==> src/pkg/comparator_control_pkg.sv <==
// shared constants for the comparator control block
package comparator_control_pkg;
	// register byte addresses (one aligned word each)
	localparam logic [11:0] ctrl_addr = 12'h000; // comparator_control
	localparam logic [11:0] flag_addr = 12'h004; // interrupt flag / enable
	localparam logic [11:0] core_addr = 12'h008; // core power state
	// comparator_control field positions
	localparam int hysteresis_on_pos = 0;
	localparam int compare_result_pos = 4;
	localparam int output_invert_pos = 5;
	localparam int comparator_on_pos = 6;
	// flag register field positions
	localparam int irq_flag_pos = 0;
	localparam int irq_enable_pos = 1;
	// core power register field positions
	localparam int sleep_pos = 0;
	localparam int idle_pos = 1;
	// values after reset
	localparam logic hysteresis_on_rst = 1'h1;
	localparam logic output_invert_rst = 1'h0;
	localparam logic comparator_on_rst = 1'h0;
	localparam logic irq_flag_rst = 1'h0;
	localparam logic irq_enable_rst = 1'h0;
	// power state of the core
	typedef enum logic [1:0] {
		comparator_control_run_t_run = 2'h0,
		comparator_control_run_t_idle = 2'h1,
		comparator_control_run_t_sleep = 2'h3
	} comparator_control_pwr_t;
endpackage

==> src/rtl/comparator_control_ctrl.sv <==
// The implementer's own choices: the APB slave port and the register offsets.
`timescale 1ns/1ps
// Notes on behaviour
// - enable clear powers off, forces result low
// - polarity bit inverts raw result
// - result one when plus exceeds minus
// - hysteresis bit zero, resets to one
// - unimplemented bits read as zero
// - result change sets flag, requests vector
// - change in sleep or idle wakes core unless flag already set
// - enabled comparator stays on in low power
module comparator_control_ctrl (
	input wire logic pclk,
	input wire logic presetn,
	input wire logic psel,
	input wire logic penable,
	input wire logic pwrite,
	input wire logic [11:0] paddr,
	input wire logic [31:0] pwdata,
	output logic [31:0] prdata,
	output logic pready,
	output logic pslverr,
	input wire logic raw_compare,
	output logic comparator_on,
	output logic hysteresis_on,
	output logic compare_result,
	output logic irq_request,
	output logic wake_request
);

////////////////////////////////////////////////////////////////////////
// register state

logic output_invert; // polarity select
logic irq_flag; // sticky change flag
logic irq_enable; // vector jump enable
comparator_control_pkg::comparator_control_pwr_t pwr; // core power state
logic sync_a; // first synchroniser stage
logic sync_b; // second synchroniser stage
logic next_result; // polarity-applied result
logic result_change; // one-cycle change event
logic wr_en; // apb write strobe
logic rd_ok; // mapped address

// address decode used by read and write paths
function automatic logic is_mapped(input logic [11:0] a);
	is_mapped = (a == comparator_control_pkg::ctrl_addr) ||
		(a == comparator_control_pkg::flag_addr) || (a == comparator_control_pkg::core_addr);
endfunction

// zero-wait slave; unmapped addresses answer with pslverr
assign pready = 1'b1;
assign rd_ok = is_mapped(paddr);
assign pslverr = psel && penable && !rd_ok;
assign wr_en = psel && penable && pwrite && rd_ok;

////////////////////////////////////////////////////////////////////////
// raw result crossing; analog output is asynchronous to pclk

always_ff @(posedge pclk or negedge presetn) begin
	if (!presetn) begin
		sync_a <= 1'b0;
		sync_b <= 1'b0;
	end else begin
		sync_a <= raw_compare;
		sync_b <= sync_a;
	end
end

// polarity and enable gating; off forces result low
always_comb begin
	if (!comparator_on) begin
		next_result = 1'b0;
	end else begin
		next_result = sync_b ^ output_invert;
	end
end

// registered result bit
always_ff @(posedge pclk or negedge presetn) begin
	if (!presetn) begin
		compare_result <= 1'b0;
	end else begin
		compare_result <= next_result;
	end
end

// any change of the result bit, including from enable or polarity
assign result_change = next_result != compare_result;

////////////////////////////////////////////////////////////////////////
// control register writes

always_ff @(posedge pclk or negedge presetn) begin
	if (!presetn) begin
		comparator_on <= comparator_control_pkg::comparator_on_rst;
		output_invert <= comparator_control_pkg::output_invert_rst;
		hysteresis_on <= comparator_control_pkg::hysteresis_on_rst;
	end else if (wr_en && paddr == comparator_control_pkg::ctrl_addr) begin
		// no power-state gating: stays on in sleep/idle
		comparator_on <= pwdata[comparator_control_pkg::comparator_on_pos];
		output_invert <= pwdata[comparator_control_pkg::output_invert_pos];
		hysteresis_on <= pwdata[comparator_control_pkg::hysteresis_on_pos];
	end
end

// interrupt enable
always_ff @(posedge pclk or negedge presetn) begin
	if (!presetn) begin
		irq_enable <= comparator_control_pkg::irq_enable_rst;
	end else if (wr_en && paddr == comparator_control_pkg::flag_addr) begin
		irq_enable <= pwdata[comparator_control_pkg::irq_enable_pos];
	end
end

// sticky flag; hardware set beats a software clear in the same cycle
always_ff @(posedge pclk or negedge presetn) begin
	if (!presetn) begin
		irq_flag <= comparator_control_pkg::irq_flag_rst;
	end else if (result_change) begin
		irq_flag <= 1'b1;
	end else if (wr_en && paddr == comparator_control_pkg::flag_addr) begin
		// software may preset the flag high to mask wakeups
		irq_flag <= pwdata[comparator_control_pkg::irq_flag_pos];
	end
end

////////////////////////////////////////////////////////////////////////
// core power state as told by software

always_ff @(posedge pclk or negedge presetn) begin
	if (!presetn) begin
		pwr <= comparator_control_pkg::comparator_control_run_t_run;
	end else if (wake_request) begin
		pwr <= comparator_control_pkg::comparator_control_run_t_run;
	end else if (wr_en && paddr == comparator_control_pkg::core_addr) begin
		case ({pwdata[comparator_control_pkg::idle_pos], pwdata[comparator_control_pkg::sleep_pos]})
		2'b01, 2'b11: begin
			pwr <= comparator_control_pkg::comparator_control_run_t_sleep;
		end
		2'b10: begin
			pwr <= comparator_control_pkg::comparator_control_run_t_idle;
		end
		default: begin
			pwr <= comparator_control_pkg::comparator_control_run_t_run;
		end
		endcase
	end
end

// vector request follows the flag while enabled
assign irq_request = irq_flag && irq_enable;

// wake only on a fresh rise of the flag; a preset flag gives none
always_ff @(posedge pclk or negedge presetn) begin
	if (!presetn) begin
		wake_request <= 1'b0;
	end else begin
		wake_request <= (pwr != comparator_control_pkg::comparator_control_run_t_run) &&
			comparator_on && result_change && !irq_flag;
	end
end

////////////////////////////////////////////////////////////////////////
// read data; registered, reserved bits zero

always_ff @(posedge pclk or negedge presetn) begin
	if (!presetn) begin
		prdata <= 32'h00000000;
	end else begin
		prdata <= 32'h00000000;
		if (psel && !penable && !pwrite) begin
			case (paddr)
			comparator_control_pkg::ctrl_addr: begin
				prdata[comparator_control_pkg::comparator_on_pos] <= comparator_on;
				prdata[comparator_control_pkg::output_invert_pos] <= output_invert;
				prdata[comparator_control_pkg::compare_result_pos] <= next_result;
				prdata[comparator_control_pkg::hysteresis_on_pos] <= hysteresis_on;
			end
			comparator_control_pkg::flag_addr: begin
				prdata[comparator_control_pkg::irq_flag_pos] <= irq_flag;
				prdata[comparator_control_pkg::irq_enable_pos] <= irq_enable;
			end
			comparator_control_pkg::core_addr: begin
				prdata[comparator_control_pkg::sleep_pos] <=
					pwr == comparator_control_pkg::comparator_control_run_t_sleep;
				prdata[comparator_control_pkg::idle_pos] <=
					pwr == comparator_control_pkg::comparator_control_run_t_idle;
			end
			default: begin
				prdata <= 32'h00000000;
			end
			endcase
		end
	end
end
endmodule

==> config.mk <==
export PLATFORM = sky130hd
export DESIGN_NAME = comparator_control_ctrl
export DESIGN_NICKNAME = d
export VERILOG_FILES = /design/src/pkg/comparator_control_pkg.sv /design/src/rtl/comparator_control_ctrl.sv
export SDC_FILE = /design/constraint.sdc
export NUM_CORES = 1
export LEC_CHECK = 0
export BUFFER_PORTS_ARGS = -buffer_cell sky130_fd_sc_hd__buf_2
export CORE_AREA = 2 2 55 57
export DETAILED_ROUTE_END_ITERATION = 8
export DIE_AREA = 0 0 57 59
export HOLD_SLACK_MARGIN = 0.02
export PLACE_DENSITY = 0.74
export SLEW_MARGIN = 40
export SYNTH_ARGS = -nofsm -noshare
export SYNTH_HDL_FRONTEND = slang
export SYNTH_SLANG_ARGS = --single-unit
==> constraint.sdc <==
create_clock -name pclk -period 1.6 [get_ports pclk]
set_clock_uncertainty 0.05 [all_clocks]
set_input_delay 0.48 -clock pclk [delete_from_list [all_inputs] [get_ports pclk]]
set_output_delay 0.48 -clock pclk [all_outputs]
set_load 0.01 [all_outputs]
== Yosys cells after proc, flatten, opt, wreduce, memory -nomap -nowiden ==
Index checks and enable logic that the tools add are counted.
Word-level totals
  flip-flop bits (word level): 43
  input bits: 50
  logic and storage cells: 54
Operators by class
  muxes and demuxes: 10
  bitwise logic cells: 1
  reduce and logical (&&, ||, !) cells: 24
  eq/ne operators: 8
Operators with widths (number)
  $logic_and A1 B1 Y1: 13
  $eq A12 B3 Y1 const B: 1
  $eq A12 B4 Y1 const B: 1
  $logic_not A12 Y1: 1
  $mux W7: 1
  $eq A2 B2 Y1 const B: 3
  $reduce_bool A2 Y1: 3
  $eq A2 B1 Y1 const B: 2
  $logic_not A1 Y1: 4
  $mux W2: 2
  $pmux W2 S2: 1
  $mux W1: 3
  $mux W3: 1
  $pmux W1 S3: 1
  $logic_or A1 B1 Y1: 2
  $pmux W1 S2: 1
  $reduce_or A2 Y1: 1
  $ne A1 B1 Y1: 1
  $xor A1 B1 Y1: 1

== Logic depth before layout (Yosys ltp) ==
Gate-level depths: netlist of run 1.
  word-level depth: 7
  depth in mapped cells: 5
  gate-level depth less buffers: 4

== Least setup slack after synthesis of run 1 ==
No wires, ideal clock.
  path type: input -> register
  from: input port paddr[1]
  to: register comparator_on
  required time: 1.425 ns
  path buffers: 0
  setup time: 0.125 ns
  setup slack: -0.057 ns
  data arrival time: 1.482 ns
  stages on the path: 4
  path through: nor4_4 -> and3_1 -> and3_4 -> mux2_4
On the way
  word-level cells in the longest chain between the ends: 5
Ends and longest elaborated chain
  from (decl): line comparator_control_ctrl.sv:18  | input wire logic [11:0] paddr,
  $eq A12 B3 Y1 / $logic_not A12 Y1 (equally long branches): line comparator_control_ctrl.sv:48, comparator_control_ctrl.sv:47, comparator_control_ctrl.sv:99
  $logic_or A1 B1 Y1: line comparator_control_ctrl.sv:47  | is_mapped = (a == comparator_control_pkg::ctrl_addr) ||
  $logic_or A1 B1 Y1: line comparator_control_ctrl.sv:48  | (a == comparator_control_pkg::flag_addr) || (a == comparator_control_pkg::core_addr);
  $logic_and A1 B1 Y1: line comparator_control_ctrl.sv:55  | assign wr_en = psel && penable && pwrite && rd_ok;
  $logic_and A1 B1 Y1 (*): line comparator_control_ctrl.sv:99  | end else if (wr_en && paddr == comparator_control_pkg::ctrl_addr) begin
  to (signal assigned): line comparator_control_ctrl.sv:96  | comparator_on <= comparator_control_pkg::comparator_on_rst;
  to (signal assigned): line comparator_control_ctrl.sv:101  | comparator_on <= pwdata[comparator_control_pkg::comparator_on_pos];
  to (decl): line comparator_control_ctrl.sv:24  | output logic comparator_on,
Mark *: on every way between the ends. The rest lies on a longest branch, timed or not.
A chain may end at the register's enable or synchronous reset.

== Worst setup path in the final report of run 1 ==
  from: input port paddr[0]
  to: output port pslverr
On the way
  word-level cells in the longest chain between the ends: 5
Ends and longest elaborated chain
  $eq A12 B3 Y1 / $logic_not A12 Y1 (equally long branches): line comparator_control_ctrl.sv:48, comparator_control_ctrl.sv:47
  $logic_or A1 B1 Y1: line comparator_control_ctrl.sv:47
  $logic_or A1 B1 Y1 (*): line comparator_control_ctrl.sv:48
  $logic_not A1 Y1 (*): line comparator_control_ctrl.sv:54  | assign pslverr = psel && penable && !rd_ok;
  $logic_and A1 B1 Y1 (*): line comparator_control_ctrl.sv:54
  to (decl): line comparator_control_ctrl.sv:22  | output logic pslverr,
Marked as above.

==> flow_summary.ini, run 1 <==
[status]
outcome = complete, but fails checks
violations_in_the_final_reports = negative setup slack

[timing]
fmax_mhz = 560
setup-tns-final_ps = -300
final_period_minus_worst_setup_slack_ps = 1790
setup_repair_after_global_routing_missed_its_margin = yes
final_critical_path_setup_slack_ps = -186
drv_slew = 0
hold_ws_ps = 32.8
report.final.hold_viol_count = 0
post-route-period-util_pct = 112
setup_viol_count_final = 4

[clock_tree]
clkSlewWorstSetupHoldPaths_ps = 90
cts.htree.levels = 1
holdBufCountCts = 0
cts_tree = done
clock_path_buffers = 2
total_cts_buffers = 3
cts.root.buffer_cell = sky130_fd_sc_hd__clkbuf_4
clk_latency_ps = 290
clock_sinks = 16

[die]
floorplan.initialDensity_pct = 36.7
floorplan.die.width_um = 57
die_h_um = 59
core-area_um2 = 2710
boundaryPins = 89
rows = 19
area_enclosed_by_the_die_boundary_um2 = 3360

[detailed_routing]
drt_wl_cell_um = 11.2
via_count = 743
drt_first_iter_violations = 9
top_layer_used = met4
drt-total-wl_um = 1890
drtAntennaViolNets = 0
drtPass1Iterations = 4
routed-wl-met2_um = 1010
vias_per_cell = 4.40
detailroute.wirelength.met3_um = 174
drc_errors = 0
route.layer.met1.wl_um = 660

[critical_path]
slowest_delay_ps = 270
worst_setup_sp_type = input port
worst_ep_arrival_time_ps = 1260
timing.critical_path.max_delay_family = simple AND/OR/NAND/NOR gates
cpMaxStageDelayCell = sky130_fd_sc_hd__nor4_4
path_class = input port to output port
worst-endpoint-required_ps = 1070
path_buf_inv = 2
crit_chain = buf_6, nor4_4, and3_4, a21oi_2, buf_2
crit_path_end_kind = output port
highest_fanout_seen_on_the_critical_path = 2

[final_layout]
finalNonFillerCells = 169
diodes = 0
share_of_post_route_cells_with_drive_strength_above_1_pct = 42.8
layout.filler_cells = 270
layout.nets = 189
area.growth.synth_to_final_pct = 22.8

[synth]
top_cells_by_area_synth = sky130_fd_sc_hd__dfrtp_1 38%, sky130_fd_sc_hd__buf_4 21%, sky130_fd_sc_hd__mux2_4 4.5%
netlist_area_um2 = 995
ys_async_sr_fraction_pct = 100
synth_top_area_share_pct = 37.7
synthDistinctLibCells = 24
synthesis.area_per_instance_um2 = 10.3
edff_count_synth = 0
yosysWarnings = 0
yosys_most_used_dff = sky130_fd_sc_hd__dfrtp_1
synth-seq-area-share_pct = 40.4
synth_largest_area_cell = sky130_fd_sc_hd__dfrtp_1
synthesis.instances = 97
yosys_reg_bits = 16

[placed_design]
portBuffers = 32
dp_hpwl_um = 1450
place.detailed.instances = 161
gpl.final_weighted_congestion = 0.846

[global_routing]
number_of_global_route_vias_before_repair = 714
grt_first_pass_wirelength_um = 2970
global_route.overflow_total = 0
pin_count_of_the_biggest_net_entering_global_routing = 17
gr-usage-all-layers_pct = 11.6
number_of_antenna_violations_at_the_first_check_in_global_routing = 0

[power_and_ir_drop]
cellLeakagePower_nw = 0.669
powerDensity_nw_per_um2 = 642
max-vdd-ir-drop_v = 0.000394

[flow_run]
cap_viol_max_count = 0

[worst_hold_path]
hold_path.class = input port to asynchronous set/reset pin
==> per-stage QoR <==
stage | power, mW | utilization, % | setup WS (ps) | cell area (um^2)
final | 0.784 | 45.1 | -186 | 1220
after global routing | 0.827 | 45.1 | -244 | 1220
after CTS | 0.785 | 43.8 | -188 | 1190
after detailed placement | 0.516 | 40.9 | -244 | 1110
after global placement | 0.513 | 40.9 | -234 | 1110
after floorplan | 0.517 | - | -51.3 | 1090
==> path summary, 6_finish.rpt <==
| path | start | end | slack (ps) | cells past startpoint |
|---|---|---|---|---|
| max | paddr[0] | pslverr | -190 | 5 |
| min | presetn | prdata[1] | 30 | 1 |
| max reg2reg | output_invert | wake_request | 240 | 4 |
| min reg2reg | sync_a | sync_b | 310 | 0 |
| max in group asynchronous | presetn | hysteresis_on | 1170 | 1 |
| min in group pclk | raw_compare | sync_a | 240 | 1 |
==> worst reg2reg max path, cell delays in order, from the launching register on <==
cell                      delay, ps
sky130_fd_sc_hd__dfrtp_1        410
sky130_fd_sc_hd__xor2_1         160
sky130_fd_sc_hd__nand2_1         90
sky130_fd_sc_hd__xor2_1         170
sky130_fd_sc_hd__nor4b_1        360
==> sequential cells by signal, indices dropped and copies added (netlist names) <==
| name | cells |
|---|---|
| comparator_on | 1 |
| compare_result | 1 |
| hysteresis_on | 1 |
| irq_enable | 1 |
| irq_flag | 1 |
| output_invert | 1 |
| prdata | 5 |
| pwr | 2 |
| sync_a | 1 |
| sync_b | 1 |
| wake_request | 1 |
==> Yosys cell counts (3+ instances only) <==
library cell and instances:
sky130_fd_sc_hd__nor2_1 10, sky130_fd_sc_hd__mux2_4 3, sky130_fd_sc_hd__dfrtp_1 15, sky130_fd_sc_hd__mux2i_1 4, sky130_fd_sc_hd__and3_1 3, sky130_fd_sc_hd__buf_4 28, sky130_fd_sc_hd__nor4b_1 3, sky130_fd_sc_hd__and2_1 4
sky130_fd_sc_hd__nand2_1 5
==> cells by family (layout without fill, tap and decap cells) <==
family          after synthesis  count (layout)  share of synthesized area (%)
mux                           8               8                           9.69
compound gates                3               3                           1.89
simple gates                 34              34                           22.6
other cells                   2              28                          0.755
flops                        16              16                           40.4
xor+xnor                      2               2                           1.76
buf+inv                      32              47                           22.9
==> routing by layer <==
layer	GRT usage (%)	vias up
li1	-	351
met1	11.3	345
met2	21.0	41
met3	4.80	6
met4	6.31	0
met5	0	-
==> layout by cell type, fill, tap and decap left out <==
cell / synthesis / layout
sky130_fd_sc_hd__a21oi_1: 2 / 1
sky130_fd_sc_hd__a21oi_2: 0 / 1
sky130_fd_sc_hd__a41oi_1: 1 / 1
sky130_fd_sc_hd__and2_1: 4 / 4
sky130_fd_sc_hd__and3_1: 3 / 1
sky130_fd_sc_hd__and3_4: 1 / 3
sky130_fd_sc_hd__and4_2: 2 / 1
sky130_fd_sc_hd__and4_4: 0 / 1
sky130_fd_sc_hd__buf_2: 2 / 27
sky130_fd_sc_hd__buf_4: 28 / 9
sky130_fd_sc_hd__buf_6: 0 / 5
sky130_fd_sc_hd__clkbuf_4: 0 / 3
sky130_fd_sc_hd__clkbuf_8: 0 / 1
sky130_fd_sc_hd__conb_1: 2 / 28
sky130_fd_sc_hd__dfrtp_1: 15 / 15
sky130_fd_sc_hd__dfstp_2: 1 / 1
sky130_fd_sc_hd__inv_1: 2 / 2
sky130_fd_sc_hd__mux2_2: 1 / 1
sky130_fd_sc_hd__mux2_4: 3 / 3
sky130_fd_sc_hd__mux2i_1: 4 / 4
sky130_fd_sc_hd__nand2_1: 5 / 5
sky130_fd_sc_hd__nand3_1: 1 / 1
sky130_fd_sc_hd__nand4_1: 1 / 1
sky130_fd_sc_hd__nor2_1: 10 / 10
sky130_fd_sc_hd__nor3b_1: 1 / 1
sky130_fd_sc_hd__nor4_4: 2 / 2
sky130_fd_sc_hd__nor4b_1: 3 / 3
sky130_fd_sc_hd__or2_2: 1 / 1
sky130_fd_sc_hd__xor2_1: 2 / 2
==> timing repair <==
action	in CTS	in global routing
hold endpoints to repair	0	0
pin swaps	3	4
buffers inserted	2	2
endpoints found under the setup margin	1	3
resized for setup	5	4
==> report_power, final <==
group          total [mW]  internal, mW  switching [mW]
Clock               0.263         0.139           0.124
Combinational       0.113        0.0434          0.0693
Sequential          0.408         0.407         0.00101
==> area by class of cell <==
cell class              instances  area, um^2  share of cell area [%]
well taps                      31        38.8                    3.18
inverters                       2        7.51                   0.615
clock buffers                   4        36.3                    2.97
repair buffers                 41         259                    21.2
flip-flops and latches         16         402                    32.9
multi-input cells              75         478                    39.1
Power figures use the tool's default switching activity.
==> run 2, diff against run 1 <==
--- a/config.mk
+++ b/config.mk
@@ -6,11 +6,13 @@
 export NUM_CORES = 1
 export LEC_CHECK = 0
 export BUFFER_PORTS_ARGS = -buffer_cell sky130_fd_sc_hd__buf_2
-export CORE_AREA = 2 2 55 57
+export CELL_PAD_IN_SITES_DETAIL_PLACEMENT = 1
+export CELL_PAD_IN_SITES_GLOBAL_PLACEMENT = 1
+export CORE_AREA = 2 2 74 62
 export DETAILED_ROUTE_END_ITERATION = 8
-export DIE_AREA = 0 0 57 59
+export DIE_AREA = 0 0 76 64
 export HOLD_SLACK_MARGIN = 0.02
-export PLACE_DENSITY = 0.74
+export PLACE_DENSITY = 0.73
 export SLEW_MARGIN = 40
 export SYNTH_ARGS = -nofsm -noshare
 export SYNTH_HDL_FRONTEND = slang
==> run 2 against run 1 <==
Against the previous run:
- the run still ends with negative setup slack left
- sequential power is essentially flat
- first-iteration DRC count grew 100%
- via count shrank 2.8%
- critical endpoint unchanged
- combinational power shrank 4%
- maximum frequency shrank 2.1%
- sequential share of layout area shrank 0.067 points
- clock power grew 33%
- worst setup slack lost 39 ps
- non-clock buffer count shrank 4
- highest routed layer unchanged
- utilization shrank 15 points
- register-to-register slack gained 100 ps
- global-route usage shrank 3.3 points
==> flow_summary.ini, run 2 (synthesis results as in run 1) <==
[timing]
fmax_mhz = 548
setup_viol_count_final = 4
setup-tns-final_ps = -321
post-route-period-util_pct = 114
setup_repair_after_global_routing_missed_its_margin = yes
drv_slew = 0
report.final.hold_viol_count = 0
final_critical_path_setup_slack_ps = -225
final_period_minus_worst_setup_slack_ps = 1820
hold_ws_ps = 85.7

[critical_path]
slowest_delay_ps = 300
worst-endpoint-required_ps = 1070
crit_chain = buf_6, nor4_4, and3_4, a21oi_2, buf_2
timing.critical_path.max_delay_family = simple AND/OR/NAND/NOR gates
crit_path_end_kind = output port
worst_setup_sp_type = input port
worst_r2r_path_depth = 4
path_class = input port to output port
r2r_setup_slack_ps = 340
path_buf_inv = 2
worst_ep_arrival_time_ps = 1290
highest_fanout_seen_on_the_critical_path = 2
cpMaxStageDelayCell = sky130_fd_sc_hd__nor4_4
worst-path-stages = 5
timing.rr.start = output_invert
worstReg2RegEnd = wake_request

[placed_design]
dp_hpwl_um = 1610
dp_slack_ps = -288
gpl.final_weighted_congestion = 0.786
portBuffers = 32

[flow_run]
cap_viol_max_count = 0

[power_and_ir_drop]
power.net_switching_mw = 0.201
powerDensity_nw_per_um2 = 707
power_report.internal_total_mw = 0.665
fin_total_pwr_mw = 0.866
power.sequential.fraction_pct = 47.2
p_clk_share_pct = 40.3
pwr-share-comb_pct = 12.5
cellLeakagePower_nw = 0.652
max-vdd-ir-drop_v = 0.000209
power.share.switching_pct = 23.2

[global_routing]
grt_first_pass_wirelength_um = 3260
gr-usage-all-layers_pct = 8.39
layer_with_the_highest_usage = met2
number_of_global_route_vias_before_repair = 702
global_route.usage.met1_pct = 9.36
pin_count_of_the_biggest_net_entering_global_routing = 17
met2_track_usage_gr_pct = 14.8
global_route.overflow_total = 0
number_of_antenna_violations_at_the_first_check_in_global_routing = 0
met3_usage_pct = 2.82

[die]
boundaryPins = 89
floorplan.die.width_um = 76
rows = 21
area_enclosed_by_the_die_boundary_um2 = 4860
core-area_um2 = 4070
floorplan.initialDensity_pct = 24.4
die_h_um = 64

[final_layout]
layout.nets = 185
share_of_post_route_cells_with_drive_strength_above_1_pct = 40.3
mostFrequentLayoutCell = sky130_fd_sc_hd__buf_2
diodes = 0
commonest_cells_after_routing_fill_and_taps_aside = 29 x sky130_fd_sc_hd__buf_2, 28 x sky130_fd_sc_hd__conb_1, 15 x sky130_fd_sc_hd__dfrtp_1
regMostFlops = prdata
top_regs = prdata (5), pwr (2)
area.growth.synth_to_final_pct = 23.0
largest_register_ff_count = 5

[clock_tree]
clock_path_buffers = 2
clkSlewWorstSetupHoldPaths_ps = 60
clk_latency_ps = 250
cts.htree.levels = 1
cts_tree = done
cts.root.buffer_cell = sky130_fd_sc_hd__clkbuf_8
clock_sinks = 16
total_cts_buffers = 3

[detailed_routing]
drt_wl_cell_um = 10.2
via_count = 722
drtAntennaViolNets = 0
vias_per_cell = 3.78
drt_first_iter_violations = 18
drc_errors = 0
drt-total-wl_um = 1950
drtPass1Iterations = 4

[worst_hold_path]
hold_path.class = input port to asynchronous set/reset pin

[status]
outcome = complete, but fails checks
violations_in_the_final_reports = negative setup slack
[run 2: changes by cell type in the layout (fill, tap and decap cells not counted), sizes merged]
cell	delta
buf	-4
[run 2: how the worst max path moves through the flow]
stage                          endpoint  startpoint  slack [ps]
after floorplan           comparator_on    paddr[7]         -50
after global placement          pslverr    paddr[7]        -270
after detailed placement        pslverr    paddr[1]        -290
after CTS                       pslverr    paddr[4]        -230
after global routing            pslverr    paddr[4]        -270
final                           pslverr    paddr[4]        -220
[run 2: metrics by stage]
step | utilization [%] | instance area [um^2] | instances
floorplan | - | 1090 | 123
global placement | 27.8 | 1130 | 186
detailed placement | 27.8 | 1130 | 186
CTS | 29.9 | 1220 | 191
global route | 30.0 | 1220 | 191
finish | 30.0 | 1220 | 191
[run 2: final cells by class]
| cell class | instances | area [um^2] |
|---|---|---|
| Timing Repair Buffer | 37 | 216 |
| Clock buffer | 4 | 55.1 |
| Inverter | 2 | 7.51 |
| Multi-Input combinational cell | 75 | 472 |
| Sequential cell | 16 | 402 |
| Fill cell | 484 | 2850 |
| Tap cell | 57 | 71.3 |
[run 2: timing repair]
action | CTS | global route
resized for setup | 4 | 1
setup endpoints to repair | 1 | 4
setup buffers | 1 | 0
gates cloned | 0 | 0
hold buffers | 0 | 0
pin swaps | 2 | 0
[run 2: metal layers]
layer	up-vias	wire length, um
met4	0	24
met2	41	939
li1	345	-
met5	-	0
met1	333	785
met3	3	204
[run 2: power by group through the flow]
stage,sequential (mW),combinational [mW],clock (mW)
finish,0.409,0.108,0.349
global route,0.409,0.120,0.381
CTS,0.409,0.106,0.364
detailed placement,0.416,0.101,0
global placement,0.416,0.0995,0
floorplan,0.416,0.101,0
